`config.mk`:
```
export PLATFORM = sky130hd
export DESIGN_NAME = gdfi_top
export DESIGN_NICKNAME = d
export VERILOG_FILES = /design/src/design/gdfi_pkg.sv /design/src/design/gdfi_desat_chan.sv /design/src/design/gdfi_top.sv
export SDC_FILE = /design/constraint.sdc
export NUM_CORES = 1
export LEC_CHECK = 0
export BUFFER_PORTS_ARGS = -buffer_cell sky130_fd_sc_hd__buf_2
export CAP_MARGIN = 20
export CORE_ASPECT_RATIO = 2
export CORE_MARGIN = 8
export CORE_UTILIZATION = 42
export CTS_CLUSTER_DIAMETER = 60
export DETAILED_ROUTE_END_ITERATION = 12
export HOLD_SLACK_MARGIN = 0.1
export PLACE_DENSITY = 0.56
export SYNTH_ARGS = -nofsm -noshare
export SYNTH_HDL_FRONTEND = slang
export SYNTH_SLANG_ARGS = --single-unit
```
`constraint.sdc`:
```
create_clock -name clk -period 2.71 [get_ports clk]
set_clock_uncertainty 0.15 [all_clocks]
set_input_delay 0.4065 -clock clk [delete_from_list [all_inputs] [get_ports clk]]
set_output_delay 0.4065 -clock clk [all_outputs]
set_load 0.005 [all_outputs]
```
`src/design/gdfi_pkg.sv`:
```
// constants shared by the gate driver fault interlock block
package gdfi_pkg;

	// ---------------------------------------------------------------
	// clock and timing
	// ---------------------------------------------------------------
	localparam int CLK_PERIOD_NS     = 100;
	// clear hold must be strictly longer than the printed time
	localparam int CLEAR_HOLD_NS     = 9000;
	localparam int CLEAR_HOLD_CYCLES = CLEAR_HOLD_NS / CLK_PERIOD_NS + 1;
	// built-in interlock dead time, least time so rounded up
	localparam int DEAD_TIME_NS      = 2000;
	localparam int DEAD_CYCLES       = (DEAD_TIME_NS + CLK_PERIOD_NS - 1) / CLK_PERIOD_NS;
	// desat blanking interval, least time so rounded up
	localparam int BLANK_NS          = 3000;
	localparam int BLANK_CYCLES      = (BLANK_NS + CLK_PERIOD_NS - 1) / CLK_PERIOD_NS;

	// ---------------------------------------------------------------
	// desat threshold shape and reset values
	// ---------------------------------------------------------------
	localparam int          SENSE_W           = 8;
	localparam logic [7:0]  THR_INIT          = 8'hc0;
	localparam logic [7:0]  THR_STEADY        = 8'h60;
	localparam logic [7:0]  THR_DECAY_STEP    = 8'h04;
	localparam logic        FAULT_RESET_VALUE = 1'b1;
	localparam int          CHAN_HIGH         = 0;
	localparam int          CHAN_LOW          = 1;

endpackage

```
`src/design/gdfi_desat_chan.sv`:
```
// one channel of desaturation protection with blanking and decaying threshold
`timescale 1ns/1ps
module gdfi_desat_chan #(
	parameter int SENSE_W = gdfi_pkg::SENSE_W
) (
	input  wire logic               clk,      // 10 MHz clock
	input  wire logic               arst_n,   // async reset, active low
	input  wire logic               gate_on,  // transistor commanded on
	input  wire logic [SENSE_W-1:0] sense,    // synchronised sense level
	output logic                    trip      // short circuit seen
);
	import gdfi_pkg::*;

	localparam int BW = $clog2(BLANK_CYCLES + 1);
	localparam logic [BW-1:0] BLANK_LAST = BW'(BLANK_CYCLES);

	logic [BW-1:0]      blank_cnt;
	logic [SENSE_W-1:0] thr;

	// ---------------------------------------------------------------
	// blanking counter, restarted at every turn-on
	// ---------------------------------------------------------------
	always_ff @(posedge clk or negedge arst_n)
	begin
		if (!arst_n)
			blank_cnt <= '0;
		else if (!gate_on)
			blank_cnt <= '0;
		else if (blank_cnt != BLANK_LAST)
			blank_cnt <= blank_cnt + BW'(1);
	end

	// ---------------------------------------------------------------
	// threshold starts high and decays to steady value
	// ---------------------------------------------------------------
	always_ff @(posedge clk or negedge arst_n)
	begin
		if (!arst_n)
			thr <= SENSE_W'(THR_INIT);
		else if (!gate_on)
			thr <= SENSE_W'(THR_INIT);
		else if (thr > SENSE_W'(THR_STEADY) + SENSE_W'(THR_DECAY_STEP))
			thr <= thr - SENSE_W'(THR_DECAY_STEP);
		else
			thr <= SENSE_W'(THR_STEADY);
	end

	// compare only while on and after blanking
	assign trip = gate_on && (blank_cnt == BLANK_LAST) && (sense > thr);
endmodule

```
`src/design/gdfi_top.sv`:
```
// fault latch, shutdown input, top/bottom interlock and desat protection
// Notes on behaviour
// - any fault sets the latch and raises the fault flag
// - while latched, commands are ignored and transistors stay off
// - latch clears only when fault gone and both commands low over 9 us
// - fault flag is open collector, low means no fault, released means fault
// - shutdown input high permits switching, low forces transistors off
// - shutdown low sets the latch, raises flag, commands ignored
// - shutdown fault clears after input high and commands low over 9 us
// - high and low transistors are never on together
// - dead time is the larger of built-in and controller dead time
// - one switching signal and its complement may drive both commands
// - desat is watched only while on; a short turns off and faults
// - desat watching starts after a blanking interval from turn-on
// - threshold starts high, decays, and resets at turn-off
// - after blanking, sense over threshold turns off and sets the latch
// - commands are active high: high on, low off
`timescale 1ns/1ps
module gdfi_top #(
	parameter int SENSE_W = gdfi_pkg::SENSE_W
) (
	input  wire logic               clk,                    // 10 MHz clock
	input  wire logic               arst_n,                 // async reset, active low
	input  wire logic               high_cmd,               // high-side switch command
	input  wire logic               low_cmd,                // low-side switch command
	input  wire logic               shutdown_in_n,          // shutdown, active low
	input  wire logic [SENSE_W-1:0] high_side_desat_sense,  // high-side sense level
	input  wire logic [SENSE_W-1:0] low_side_desat_sense,   // low-side sense level
	output logic                    high_gate_on,           // high-side transistor on
	output logic                    low_gate_on,            // low-side transistor on
	output logic                    fault_flag_out,         // fault flag drive level
	output logic                    fault_flag_oe           // fault flag pull-down enable
);
	import gdfi_pkg::*;

	localparam int CW = $clog2(CLEAR_HOLD_CYCLES + 1);
	localparam int DW = $clog2(DEAD_CYCLES + 1);
	// the clearing edge is itself the last quiet cycle, hence one short
	localparam logic [CW-1:0] CLEAR_LAST = CW'(CLEAR_HOLD_CYCLES - 1);
	localparam logic [DW-1:0] DEAD_DONE  = DW'(DEAD_CYCLES);

	// ---------------------------------------------------------------
	// input synchronisers
	// ---------------------------------------------------------------
	logic [1:0]         cmd_s1;
	logic [1:0]         cmd_s2;
	logic               sd_s1;
	logic               sd_s2;
	logic [SENSE_W-1:0] sense_s1 [2];
	logic [SENSE_W-1:0] sense_s2 [2];

	// two flops on every command, shutdown and sense pin before use
	// shutdown stage resets high so an idle pin never trips a false fault
	always_ff @(posedge clk or negedge arst_n)
	begin
		if (!arst_n)
		begin
			cmd_s1      <= 2'h0;
			cmd_s2      <= 2'h0;
			sd_s1       <= 1'b1;
			sd_s2       <= 1'b1;
			sense_s1[0] <= '0;
			sense_s1[1] <= '0;
			sense_s2[0] <= '0;
			sense_s2[1] <= '0;
		end
		else
		begin
			cmd_s1      <= {low_cmd, high_cmd};
			cmd_s2      <= cmd_s1;
			sd_s1       <= shutdown_in_n;
			sd_s2       <= sd_s1;
			sense_s1[0] <= high_side_desat_sense;
			sense_s1[1] <= low_side_desat_sense;
			sense_s2[0] <= sense_s1[0];
			sense_s2[1] <= sense_s1[1];
		end
	end

	// ---------------------------------------------------------------
	// fault latch and clear hold timer
	// ---------------------------------------------------------------
	logic [1:0]    gate;
	logic [1:0]    trip;
	logic          fault;
	logic          fault_cond;
	logic          quiet;
	logic [CW-1:0] clr_cnt;

	// shutdown low or any desat trip is a live fault
	assign fault_cond = !sd_s2 || (|trip);
	// qualifying cycle for clearing
	assign quiet = fault && !fault_cond && (cmd_s2 == 2'h0);

	// hold timer restarts whenever the quiet interval breaks
	// count stops at CLEAR_LAST, never wraps
	always_ff @(posedge clk or negedge arst_n)
	begin
		if (!arst_n)
			clr_cnt <= '0;
		else if (!quiet)
			clr_cnt <= '0;
		else if (clr_cnt != CLEAR_LAST)
			clr_cnt <= clr_cnt + CW'(1);
	end

	// set wins over clear
	always_ff @(posedge clk or negedge arst_n)
	begin
		if (!arst_n)
			fault <= FAULT_RESET_VALUE;
		else if (fault_cond)
			fault <= 1'b1;
		else if (quiet && clr_cnt == CLEAR_LAST)
			fault <= 1'b0;
	end

	// open collector: pull low for no fault, release for fault
	// fault_flag_out is the pull-down level, only meaningful while enabled
	assign fault_flag_out = 1'b0;
	assign fault_flag_oe  = !fault;

	// ---------------------------------------------------------------
	// per channel interlock, gate drive and desat
	// ---------------------------------------------------------------
	logic [DW-1:0] dcnt [2];

	genvar i;
	generate
		for (i = 0; i < 2; i++)
		begin : g_chan
			// cycles this gate has been off, saturating
			always_ff @(posedge clk or negedge arst_n)
			begin
				if (!arst_n)
					dcnt[i] <= DEAD_DONE;
				else if (gate[i])
					dcnt[i] <= '0;
				else if (dcnt[i] != DEAD_DONE)
					dcnt[i] <= dcnt[i] + DW'(1);
			end

			// a live fault also blocks, so no turn-on slips in as the latch sets
			// turn on only once the other side has been off for the dead time
			always_ff @(posedge clk or negedge arst_n)
			begin
				if (!arst_n)
					gate[i] <= 1'b0;
				else if (fault || fault_cond || !cmd_s2[i] || trip[i])
					gate[i] <= 1'b0;
				else if (!gate[i] && !cmd_s2[1-i] && !gate[1-i] && dcnt[1-i] == DEAD_DONE)
					gate[i] <= 1'b1;
			end

			gdfi_desat_chan #(
				.SENSE_W (SENSE_W)
			) gdfi_desat_chan_i (
				.clk     (clk),
				.arst_n  (arst_n),
				.gate_on (gate[i]),
				.sense   (sense_s2[i]),
				.trip    (trip[i])
			);
		end
	endgenerate

	assign high_gate_on = gate[CHAN_HIGH];
	assign low_gate_on  = gate[CHAN_LOW];
endmodule

```
; ---- Yosys cells after proc, flatten, opt, wreduce, memory -nomap -nowiden
; Index checks and enable logic that the tools add are counted.
[word_totals]
reg_bits = 84
inputBits = 21
output_inout_bits = 4
wordCells = 95
[op_classes]
n_addsub = 7
magnitude_cmp = 4
n_eq_ne = 13
n_mux = 20
n_reduce_logical = 33
[op_table]
columns = op, count
row1 = $mux W5, 8
row2 = $mux W8, 4
row3 = $add A5 B1 Y5 const B, 4
row4 = $eq A5 B5 Y1 const B, 4
row5 = $ne A5 B5 Y1 const B, 4
row6 = $gt A8 B7 Y1 const B, 2
row7 = $gt A8 B8 Y1, 2
row8 = $sub A8 B3 Y8 const B, 2
row9 = $mux W7, 2
row10 = $logic_and A1 B1 Y1, 13
row11 = $reduce_bool A2 Y1, 5
row12 = $add A7 B1 Y7 const B, 1
row13 = $eq A7 B7 Y1 const B, 1
row14 = $logic_not A1 Y1, 7
row15 = $ne A7 B7 Y1 const B, 1
row16 = $logic_or A1 B1 Y1, 6
row17 = $mux W1, 6
row18 = $ne A2 B1 Y1 const B, 3
row19 = $logic_not A2 Y1, 1
row20 = $reduce_or A2 Y1, 1

; ---- Longest topological paths before layout
; Gate-level depths: netlist of run 1.
[depth]
ltp_word = 11
depth_mapped = 8
mapped_depth_nobuf = 7

; ---- By module
; A second synthesis of run 1 with hierarchy kept.
[unflattened]
hier_cells = 277
hier_area_um2 = 3367.0
[modules_own_cells]
columns = mod, n_inst, cells_each, area_per_inst_um2, seq_area_each_um2
row1 = gdfi_top, 1, 136, 1976.9, 1460.2
row2 = gdfi_desat_chan (g_chan[1].gdfi_desat_chan_i), 1, 71, 699.4, 277.8
row3 = gdfi_desat_chan (g_chan[0].gdfi_desat_chan_i), 1, 70, 690.7, 277.8

; ---- Worst setup path after synthesis of run 1
; Ideal clock, no wire load.
[synth_timing]
kind = flip-flop to flip-flop
startpoint = reg g_chan[1].gdfi_desat_chan_i.thr[7]
endpoint = reg clr_cnt[1]
setup_ns = 0.111
arrival_ns = 1.901
path_slack_ns = 0.548
path_stages_with_launch = 8
cell_sequence = dfstp_2 > inv_1 > ha_1 > nand4_2 > a21oi_2 > a2111oi_4 > o32ai_4 > a2111oi_2
[synth_via]
elab_chain_len = 8
word_cells_on_any_way = 9
classes_between = 1 x order compare / 1 x eq/ne / 1 x mux / 6 x reduce/logical
[synth_lines]
columns = item, line_no
row1 = start: declaration, gdfi_desat_chan.sv:18  ; logic [SENSE_W-1:0] thr;
row2 = start signal: assignment, gdfi_desat_chan.sv:39  ; thr <= SENSE_W'(THR_INIT);
row3 = start signal: assignment, gdfi_desat_chan.sv:41  ; thr <= SENSE_W'(THR_INIT);
row4 = start signal: assignment, gdfi_desat_chan.sv:43  ; thr <= thr - SENSE_W'(THR_DECAY_STEP);
row5 = $gt A8 B8 Y1 *, gdfi_desat_chan.sv:49  ; assign trip = gate_on && (blank_cnt == BLANK_LAST) && (sense > thr);
row6 = $logic_and A1 B1 Y1 *, gdfi_desat_chan.sv:49
row7 = $reduce_or A2 Y1 *, gdfi_top.sv:91  ; assign fault_cond = !sd_s2 || (|trip);
row8 = $logic_or A1 B1 Y1 *, gdfi_top.sv:91
row9 = $logic_not A1 Y1 *, gdfi_top.sv:93  ; assign quiet = fault && !fault_cond && (cmd_s2 == 2'h0);
row10 = $logic_and A1 B1 Y1 * (2 in a row), gdfi_top.sv:93
row11 = $ne A2 B1 Y1 (no line) or $mux W7 (tied branches), --
row12 = end signal: assignment, gdfi_top.sv:104  ; clr_cnt <= clr_cnt + CW'(1);
row13 = end: declaration, gdfi_top.sv:88  ; logic [CW-1:0] clr_cnt;
; Mark *: on every way between the ends. The rest lies on a longest branch, timed or not.
; A chain may end at the register's enable or synchronous reset.

; ---- Worst setup path after layout of run 1
[layout_timing]
startpoint = reg g_chan[0].gdfi_desat_chan_i.thr[7]
endpoint = reg clr_cnt[1]
[layout_via]
elab_chain_len = 8
word_cells_on_any_way = 9
classes_between = 1 x order compare / 1 x eq/ne / 1 x mux / 6 x reduce/logical
[layout_lines]
columns = item, line_no
row1 = start: declaration, gdfi_desat_chan.sv:18
row2 = start signal: assignment, gdfi_desat_chan.sv:39
row3 = start signal: assignment, gdfi_desat_chan.sv:41
row4 = start signal: assignment, gdfi_desat_chan.sv:43
row5 = $gt A8 B8 Y1 *, gdfi_desat_chan.sv:49
row6 = $logic_and A1 B1 Y1 *, gdfi_desat_chan.sv:49
row7 = $reduce_or A2 Y1 *, gdfi_top.sv:91
row8 = $logic_or A1 B1 Y1 *, gdfi_top.sv:91
row9 = $logic_not A1 Y1 *, gdfi_top.sv:93
row10 = $logic_and A1 B1 Y1 * (2 in a row), gdfi_top.sv:93
row11 = $ne A2 B1 Y1 (no line) or $mux W7 (tied branches), --
; Marks and branches as above.

==> results of run 1 <==
cell usage after synthesis, types with 2 or more instances:
cell type / n
a2111oi_2: 2
a21boi_0: 2
a21oi_1: 8
a31o_2: 2
a31oi_1: 7
and2_1: 2
and3_1: 2
clkbuf_1: 2
dfrtp_1: 69
dfstp_2: 11
ha_1: 26
inv_1: 24
nand2_1: 13
nand2b_1: 3
nand3_1: 13
nand4_1: 2
nand4_2: 2
nand4b_1: 2
nor2_1: 23
nor3_1: 10
nor3b_1: 2
o2111ai_1: 2
o211a_1: 2
o21ai_0: 7
o21ai_1: 3
xnor2_1: 15
xor2_1: 7
timing repair:
action | 4_1_cts | 5_1_grt
buffers inserted | 0 | 0
hold endpoints to repair | 52 | 0
hold buffers | 20 | 0
worst min-delay path by stage:
stage                                 from                endpoint  slack (ns)  cells past startpoint
detailed placement  sense_s1[14]$_DFF_PN0_  sense_s2[14]$_DFF_PN0_        0.18                      0
CTS                    cmd_s1[1]$_DFF_PN0_     cmd_s2[1]$_DFF_PN0_        0.19                      0
global placement       cmd_s1[1]$_DFF_PN0_     cmd_s2[1]$_DFF_PN0_        0.18                      0
floorplan                           arst_n  clr_cnt[0]$_DFFE_PN0P_       -0.04                      0
global route        sense_s1[15]$_DFF_PN0_  sense_s2[15]$_DFF_PN0_        0.20                      0
finish                 cmd_s1[1]$_DFF_PN0_     cmd_s2[1]$_DFF_PN0_        0.19                      0
worst max-delay path: stages, from the launching register on:
cell	delay [ns]
dfstp_2	0.53
inv_1	0.05
ha_1	0.33
nand4_1	0.12
nor4_1	0.32
or3b_1	0.23
o32ai_4	0.16
a2111oi_2	0.31
routing by layer:
metal	up-vias	wire, um
met5	-	0
met4	0	183
met3	13	166
met2	23	3370
met1	1037	2210
li1	1045	-
registers in the layout (all words and copies together) (netlist names):
| signal | cells |
|---|---|
| sense_s1 | 16 |
| sense_s2 | 16 |
| g_chan.gdfi_desat_chan_i.thr | 12 |
| dcnt | 10 |
| g_chan.gdfi_desat_chan_i.blank_cnt | 10 |
| clr_cnt | 7 |
| cmd_s1 | 2 |
| cmd_s2 | 2 |
| fault | 1 |
| high_gate_on | 1 |
| low_gate_on | 1 |
| sd_s1 | 1 |
| sd_s2 | 1 |
kinds of logic (layout without fill, tap and decap cells):
kind of cell,after synthesis,count (layout),share of synthesized area (%)
compound gates,39,39,9.04
xor+xnor,22,22,5.70
fa+ha+maj,26,26,9.63
buf+inv,28,86,3.44
flops,80,80,59.7
other cells,1,1,0.111
simple gates,80,80,12.4
final cells by class:
type / instances / share of cell area (%)
Clock inverter: 6 / 1.13
Sequential cell: 80 / 49.2
Tap cell: 96 / 2.93
Multi-Input combinational cell: 168 / 30.4
Timing Repair Buffer: 46 / 8.61
Inverter: 24 / 2.20
Clock buffer: 10 / 5.58
stage by stage:
step                      utilization [%]  cell area [sq um]  power [mW]  worst slack (ns)  cells
after floorplan                         -               3380        1.28             0.548    276
after global placement               46.0               3620        1.33             0.396    394
after detailed placement             46.0               3620        1.33             0.361    394
after CTS                            52.0               4100        2.46             0.358    430
after global routing                 52.0               4100        2.51             0.164    430
final                                52.0               4100        2.42             0.414    430
power groups by stage:
stage	Combinational [mW]	Clock, mW	Sequential, mW
floorplan	0.0268	0	1.26
CTS	0.0956	1.13	1.24
finish	0.0932	1.09	1.24
global route	0.106	1.17	1.24
global placement	0.0715	0	1.26
detailed placement	0.0729	0	1.26
==> summary.txt, run 1 <==
========================================================================================
Result of the run                                                              completed
Min cycle time layout                                                            2.30 ns
Number of antenna repair diodes                                                        0
Wire length of the first global-routing pass                                     10.2 mm
Sequential cell area fraction in the yosys report                                  59.7%
Proportion of layout cells with a drive suffix above 1                             19.2%
Clock Tree Root                                                                clkbuf_16
Number of clock sinks                                                                 80
Crit Reg-Reg Startpoint                                                     g_chan[0].gdfi_desat_chan_i.thr[7]$_DFF_PN1_
Routed wire per std cell                                                         13.8 um
Count of flip-flops with a built-in enable after synthesis                             0
Die footprint                                                               0.0113 sq mm
Cell internal pwr                                                                1.89 mW
Met3 Track Usage GR                                                                3.40%
Boundary pin count                                                                    25
Number of design rule violations left after detail routing                             0
Power density normalized to cell area                                        591 mW/mm^2
Count of port buffers added during placement                                          23
Top achievable clock speed                                                       435 MHz
Top library cells by usage in the layout, fill and taps aside               dfrtp_1, ha_1, inv_1
Remaining number of nets flagged by the antenna check after routing                    0
Y dimension of the die                                                            143 um
Met1 Use GR                                                                        11.3%
Vias per Instance                                                                   4.93
Post-synthesis to final-layout area growth                                         21.4%
Portion of the clock cycle consumed by the worst path in the final layout          84.7%
Crit Reg-Reg Endpoint                                                       clr_cnt[1]$_DFFE_PN0P_
Area of combinational cells with multiple inputs                            0.00125 sq mm
Antenna violations before repair                                                       0
Main synth FF type                                                               dfrtp_1
Portion of total power attributed to sequential cells                              51.1%
Most common library cell in the layout ignoring fill and taps                    dfrtp_1
Arrival time of data at the critical path endpoint                               2.37 ns
Number of cell rows                                                                   46
TritonCTS clock tree                                                               built
Final hold violations                                                                  0
Unrepaired setup endpoints after global routing                                    false
Cell Area, Synth                                                            0.00338 sq mm
Number of pins with negative max-slew slack in the final report                        0
Total wirelength of the detailed-routed design                                   5.93 mm
IR Drop Worst-Case VDD                                                            360 uV
Net count, final                                                                     376
Number of global-route vias before repair                                           2322
Die width                                                                        79.4 um
GRT Util Overall                                                                   11.7%
Ys async rst share                                                                  100%
Portion of total power attributed to the clock network                             45.1%
Violation count after the first detailed-routing iteration                            73
Cell count after synthesis                                                           276
Startpoint class of the critical path                                           register
Power share of the combinational group                                              3.8%
Flops & latches, synth                                                                80
First drt pass iteration count                                                         6
Total number of vias                                                                2118
Final setup violation count                                                            0
Mean Syn Cell Area                                                            12.2 sq um
R2r setup slk                                                                    0.41 ns
Core region area                                                            0.00789 sq mm
Critical Path Source                                                        g_chan[0].gdfi_desat_chan_i.thr[7]$_DFF_PN1_
Critical Path RT                                                                 2.79 ns
Number of filler instances in the final layout                                       686
Kind of critical path                                                            reg2reg
Setup total negative slack                                                          0 ns
Cell type with the highest aggregate area in the netlist                         dfrtp_1
Most Used Layer, Global Route                                                       met2
Pin count of the biggest net entering global routing                                  46
Total gr overflow                                                                      0
Critical Path End                                                           clr_cnt[1]$_DFFE_PN0P_
Number of nets in the synthesized netlist                                            323
Hpwl dp                                                                          4.16 mm
Clock transition at the registers of the reported paths                          0.06 ns
Starting utilization of the core area                                              42.8%
Met2 routing resource usage after global routing                                   20.8%
Hold slack final                                                                0.190 ns
Net switching power                                                             0.531 mW
Net Sw Frac                                                                        21.9%
CP Max Fanout                                                                         10
Cell types with the largest area share after synthesis                      dfrtp_1, ha_1, dfstp_2
Clock Latency Late Sink                                                          0.33 ns
Clock Path Buffers                                                                     2
Static Leak                                                                      1.89 nW
Top-area cell type share of the netlist area                                       51.1%
Max-cap violations                                                                     0
Yosys cell types                                                                      40
GPL Wtd Cong                                                                       0.768
Register cell area after layout                                             0.00202 sq mm
Kind of end point of the critical path                                          register
CTS H-Tree Depth                                                                       3
Depth of the worst register-to-register path                                           7
Count of synthesis-stage warnings from yosys                                           0
Number of CTS-inserted buffers                                                         9
Kind of path behind the tightest hold check                                      reg2reg
Number of instances resized during post-cts repair                                     0
========================================================================================
No activity file was read; power rests on OpenSTA's default activity.
==> run 2: changes to the inputs <==
Settings changed: PLACE_DENSITY 0.56 to 0.58.
Clock period 2.71 ns to 1.8 ns, I/O delays scaled along.
==> run 2 against run 1 <==
Net effect: final cell count is 9.1% higher; via count up 8.8%; the run now ends with setup timing left; combinational power rose by 90%; global-route usage increased by 1.3 points; wire length increased by 10%; non-clock buffer count is 38 higher.
==> summary.txt, run 2 (same netlist as run 1, synthesis figures left out) <==
========================================================================================
Arrival time of data at the critical path endpoint                               2.13 ns
CP Max Fanout                                                                          5
Power density normalized to cell area                                        869 mW/mm^2
Core region area                                                            0.00789 sq mm
Number of filler instances in the final layout                                       632
Violation count after the first detailed-routing iteration                            87
Kind of critical path                                                            reg2reg
Antenna violations before repair                                                       0
Number of global-route vias before repair                                           2506
Number of clock sinks                                                                 80
Result of the run                                                           finished with violations
Pin count of the biggest net entering global routing                                  32
Kind of path behind the tightest hold check                                      reg2reg
Boundary pin count                                                                    25
Max-cap violations                                                                     0
Hold slack final                                                                0.192 ns
Cell Count, Final, Fillers Out                                                       469
Number of design rule violations left after detail routing                             0
Die width                                                                        79.4 um
Unrepaired setup endpoints after global routing                                     true
Net count, final                                                                     415
Top library cells by usage in the layout, fill and taps aside               dfrtp_1, buf_4, nor2_1
Starting utilization of the core area                                              42.8%
Final instance area                                                         0.00461 sq mm
IR Drop Worst-Case VDD                                                            651 uV
Final hold violations                                                                  0
Final setup violation count                                                           10
Remaining number of nets flagged by the antenna check after routing                    0
Number of cell rows                                                                   46
Routed wire per std cell                                                         14.0 um
Proportion of layout cells with a drive suffix above 1                             30.8%
Total wirelength of the detailed-routed design                                   6.55 mm
Violations in the final reports                                             setup timing
Crit-path slowest cell                                                           dfstp_2
Setup total negative slack                                                      -2.57 ns
CTS H-Tree Depth                                                                       3
Most common library cell in the layout ignoring fill and taps                    dfrtp_1
Kind of end point of the critical path                                          register
Setup ws final                                                                 -0.281 ns
TritonCTS clock tree                                                               built
GPL Wtd Cong                                                                       0.742
Number of pins with negative max-slew slack in the final report                        0
Total number of vias                                                                2305
Layout Utilization                                                                 58.5%
Die footprint                                                               0.0113 sq mm
Startpoint class of the critical path                                           register
Number of antenna repair diodes                                                        0
Vias per Instance                                                                   4.91
Clock Path Buffers                                                                     2
GRT Util Overall                                                                   13.1%
Total Power Consumption                                                          4.01 mW
First drt pass iteration count                                                         4
Total gr overflow                                                                      0
Clock Tree Root                                                                clkbuf_16
Post-synthesis to final-layout area growth                                         36.5%
Min cycle time layout                                                            2.08 ns
Top achievable clock speed                                                       481 MHz
Placement Setup Slack                                                          -0.359 ns
Largest registers                                                           sense_s1 x16, sense_s2 x16, g_chan.gdfi_desat_chan_i.thr x12
Cells along the critical path                                               inv_2, ha_4, nand4_1, buf_4, nor4_4, or3b_4, o32ai_4, nor3_2
Hpwl dp                                                                          4.65 mm
Wire length of the first global-routing pass                                     11.3 mm
Static Leak                                                                      2.13 nW
Clock transition at the registers of the reported paths                          0.06 ns
Number of CTS-inserted buffers                                                         9
Count of port buffers added during placement                                          23
CP max stage delay                                                               0.53 ns
Clock Latency Late Sink                                                          0.33 ns
Y dimension of the die                                                            143 um
Critical Path RT                                                                 1.85 ns
Placed cells                                                                         428
Portion of the clock cycle consumed by the worst path in the final layout           116%
Post-place instance area                                                    0.00395 sq mm
========================================================================================
-- run 2: cell count changes in the layout (fill, tap and decap cells not counted), sizes merged --
| cell | delta |
|---|---|
| clkinvlp | -5 |
| o32ai | +1 |
| clkbuf | +3 |
| bufinv | +2 |
| buf | +38 |
-- run 2: final timing paths --
check / startpoint / to / cells past startpoint / slack [ns]
min in group asynchronous: arst_n / cmd_s2[0]$_DFF_PN0_ / 2 / 0.28
hold reg to reg: cmd_s1[0]$_DFF_PN0_ / cmd_s2[0]$_DFF_PN0_ / 0 / 0.19
setup / recovery: g_chan[0].gdfi_desat_chan_i.thr[6]$_DFF_PN1_ / clr_cnt[4]$_DFFE_PN0P_ / 8 / -0.28
setup reg to reg: g_chan[0].gdfi_desat_chan_i.thr[6]$_DFF_PN1_ / clr_cnt[4]$_DFFE_PN0P_ / 8 / -0.28
max in group asynchronous: arst_n / dcnt[4]$_DFFE_PN1P_ / 3 / 0.66
hold / removal: cmd_s1[0]$_DFF_PN0_ / cmd_s2[0]$_DFF_PN0_ / 0 / 0.19
-- run 2: worst max-delay path, delay by kind of cell, from the launching register on --
kind	cells	cell delay (ns)
and+or+nand+nor	4	0.65
DFF	1	0.53
AOI/OAI and AO/OA	1	0.22
buffers and inverters	2	0.18
adders and majority gates	1	0.21
-- run 2: cell type report --
class | instances | area [sq um] | share of cell area [%]
Sequential cell | 80 | 2020 | 43.7
Clock buffer | 13 | 260 | 5.64
Multi-Input combinational cell | 169 | 1410 | 30.6
Timing Repair Buffer | 84 | 651 | 14.1
Inverter | 24 | 90.1 | 1.95
Clock inverter | 3 | 65.1 | 1.41
Tap cell | 96 | 120 | 2.60
-- run 2: report_power, final --
part | total (mW) | switching, mW | leakage, nW | internal (mW)
combinational | 0.177 | 0.0855 | 0.971 | 0.0911
sequential | 1.87 | 0.0219 | 0.996 | 1.85
clock | 1.96 | 0.673 | 0.160 | 1.29
total | 4.01 | 0.781 | 2.13 | 3.23
-- run 2: metal layers --
layer,wire [um],vias up,track usage (%)
met5,0,-,0
met4,205,0,7.47
met3,166,13,3.21
met2,3780,31,24.2
met1,2400,1128,12.4
li1,-,1133,-
-- run 2: repair_timing --
item	in CTS	in global routing
resized for setup	8	4
pin swaps	7	2
hold buffers	20	0
buffers inserted	2	2
hold endpoints to repair	89	0
cloned	1	0
endpoints found under the setup margin	10	10
==> run 3: changes to the inputs <==
Settings changed: CORE_MARGIN 8 to 10, CORE_UTILIZATION 42 to 53, CTS_CLUSTER_SIZE set to 24, PLACE_DENSITY 0.58 to 0.71.
==> run 3 against run 2 <==
Net effect: the flow still finishes with violations (setup timing); wire length is 1.6% higher; first-iteration DRC count up 32%; combinational power decreased by 3%; register-to-register slack worse by 0.03 ns; critical path depth unchanged; power shrank 5.9%; hold slack gained 0.0055 ns; global-route usage rose by 1.3 points; setup slack got worse by 0.028 ns.
==> summary.txt, run 3 (same netlist as run 1, synthesis figures left out) <==
========================================================================================
CTS H-Tree Depth                                                                       3
Crit-path slowest cell                                                           dfstp_2
Result of the run                                                           finished with violations
Violation count after the first detailed-routing iteration                           115
Starting utilization of the core area                                              54.0%
Final hold violations                                                                  0
Arrival time of data at the critical path endpoint                               2.17 ns
Cells along the critical path                                               inv_2, ha_4, nand4_4, a21oi_4, a2111oi_4, buf_4, o32ai_4, nor2_1
Number of CTS-inserted buffers                                                         9
Clock transition at the registers of the reported paths                          0.06 ns
Net count, final                                                                     407
Kind of path behind the tightest hold check                                      reg2reg
Most common library cell in the layout ignoring fill and taps                    dfrtp_1
Number of global-route vias before repair                                           2545
Critical Path RT                                                                 1.86 ns
Kind of end point of the critical path                                          register
Top library cells by usage in the layout, fill and taps aside               dfrtp_1, buf_4, nor2_1, buf_2, ha_1
Pin count of the biggest net entering global routing                                  41
Proportion of layout cells with a drive suffix above 1                             30.7%
Wire length of the first global-routing pass                                     11.5 mm
Die footprint                                                               0.0102 sq mm
Number of design rule violations left after detail routing                             0
Number of antenna repair diodes                                                        0
Largest registers                                                           sense_s1 x16, sense_s2 x16, g_chan.gdfi_desat_chan_i.thr x12
Number of cell rows                                                                   41
Kind of critical path                                                            reg2reg
Top achievable clock speed                                                       474 MHz
Hold slack final                                                                0.197 ns
Startpoint class of the critical path                                           register
Buffer and inverter count on the worst path                                            2
Portion of the clock cycle consumed by the worst path in the final layout           117%
CP Max Fanout                                                                          5
Violations in the final reports                                             setup timing
Y dimension of the die                                                            133 um
Static Leak                                                                      2.05 nW
Boundary pin count                                                                    25
Total wirelength of the detailed-routed design                                   6.66 mm
Clock Tree Root                                                                clkbuf_16
IR Drop Worst-Case VDD                                                            939 uV
TritonCTS clock tree                                                               built
Max-cap violations                                                                     0
Unrepaired setup endpoints after global routing                                     true
Remaining number of nets flagged by the antenna check after routing                    0
Vias per Instance                                                                   5.09
Total gr overflow                                                                      0
Total Power Consumption                                                          3.77 mW
Clock Path Buffers                                                                     2
GPL Wtd Cong                                                                       0.749
Core region area                                                            0.00626 sq mm
Setup ws final                                                                 -0.309 ns
Count of port buffers added during placement                                          23
CP max stage delay                                                               0.54 ns
Post-synthesis to final-layout area growth                                         32.1%
Min cycle time layout                                                            2.11 ns
Clock Latency Late Sink                                                          0.34 ns
Setup total negative slack                                                      -2.59 ns
Delay-heaviest family, CP                                                   compound AO/OA/AOI/OAI gates
Die width                                                                        76.5 um
Routed wire per std cell                                                         14.8 um
Final setup violation count                                                           10
Antenna violations before repair                                                       0
Power density normalized to cell area                                        845 mW/mm^2
GRT Util Overall                                                                   14.3%
Total number of vias                                                                2297
Number of pins with negative max-slew slack in the final report                        0
Hpwl dp                                                                          4.26 mm
Number of clock sinks                                                                 80
First drt pass iteration count                                                         4
========================================================================================
==> run 3: cell count changes in the layout (fill, tap and decap cells not counted), moves of 2 or more <==
| cell | previous run | this run |
|---|---|---|
| nor4_4 | 2 | 0 |
| bufinv_16 | 2 | 0 |
| inv_2 | 3 | 6 |
| buf_4 | 40 | 33 |
| inv_1 | 21 | 18 |
| clkbuf_1 | 2 | 0 |
| clkinv_4 | 0 | 2 |
| clkinvlp_4 | 0 | 2 |
| inv_6 | 0 | 2 |
==> run 3: final timing paths <==
| kind | startpoint | to | slack [ns] | cells after the start |
|---|---|---|---|---|
| worst min register to register | sense_s1[3]$_DFF_PN0_ | sense_s2[3]$_DFF_PN0_ | 0.20 | 0 |
| worst min-delay path | sense_s1[3]$_DFF_PN0_ | sense_s2[3]$_DFF_PN0_ | 0.20 | 0 |
| worst max register to register | g_chan[1].gdfi_desat_chan_i.thr[7]$_DFF_PN1_ | low_gate_on$_DFFE_PN0P_ | -0.31 | 8 |
| min in group asynchronous | arst_n | g_chan[1].gdfi_desat_chan_i.blank_cnt[2]$_DFFE_PN0P_ | 0.22 | 2 |
| max in group asynchronous | arst_n | g_chan[0].gdfi_desat_chan_i.thr[6]$_DFF_PN1_ | 0.68 | 3 |
| worst max-delay path | g_chan[1].gdfi_desat_chan_i.thr[7]$_DFF_PN1_ | low_gate_on$_DFFE_PN0P_ | -0.31 | 8 |
==> run 3: routing by layer <==
layer / GRT usage (%) / vias to the layer above / wire length [um]
li1: - / 1115 / -
met4: 7.69 / 0 / 150
met5: 0 / - / 0
met3: 5.16 / 9 / 298
met1: 13.9 / 1139 / 2520
met2: 25.5 / 34 / 3690
==> run 3: power breakdown <==
group / switching (mW) / internal, mW
clock: 0.749 / 0.985
sequential: 0.0213 / 1.85
combinational: 0.0843 / 0.0863
==> run 3: cell type report <==
class	instances	area (sq um)
inverter	24	90.1
clock inverter	6	50.0
sequential	80	2020
fill	469	1790
clock buffer	10	239
tap	86	108
multi-input combinational	169	1380
timing repair buffer	76	578
==> run 3: timing repair <==
action                                  in CTS  in global routing
resized for setup                            7                  5
hold endpoints to repair                    90                  0
setup buffers                                2                  0
pin swaps                                    5                  1
hold buffers                                20                  0
gates cloned                                 1                  0
endpoints found under the setup margin      10                 10
==> run 3: metrics by stage <==
step                util [%]  area [sq um]  instances  setup WS [ns]
finish                  71.3          4460        451         -0.309
global route            71.3          4460        451         -0.366
CTS                     71.1          4450        451         -0.258
detailed placement      62.0          3880        412         -0.326
global placement        62.0          3880        412         -0.263
floorplan                  -          3440        276         -0.209
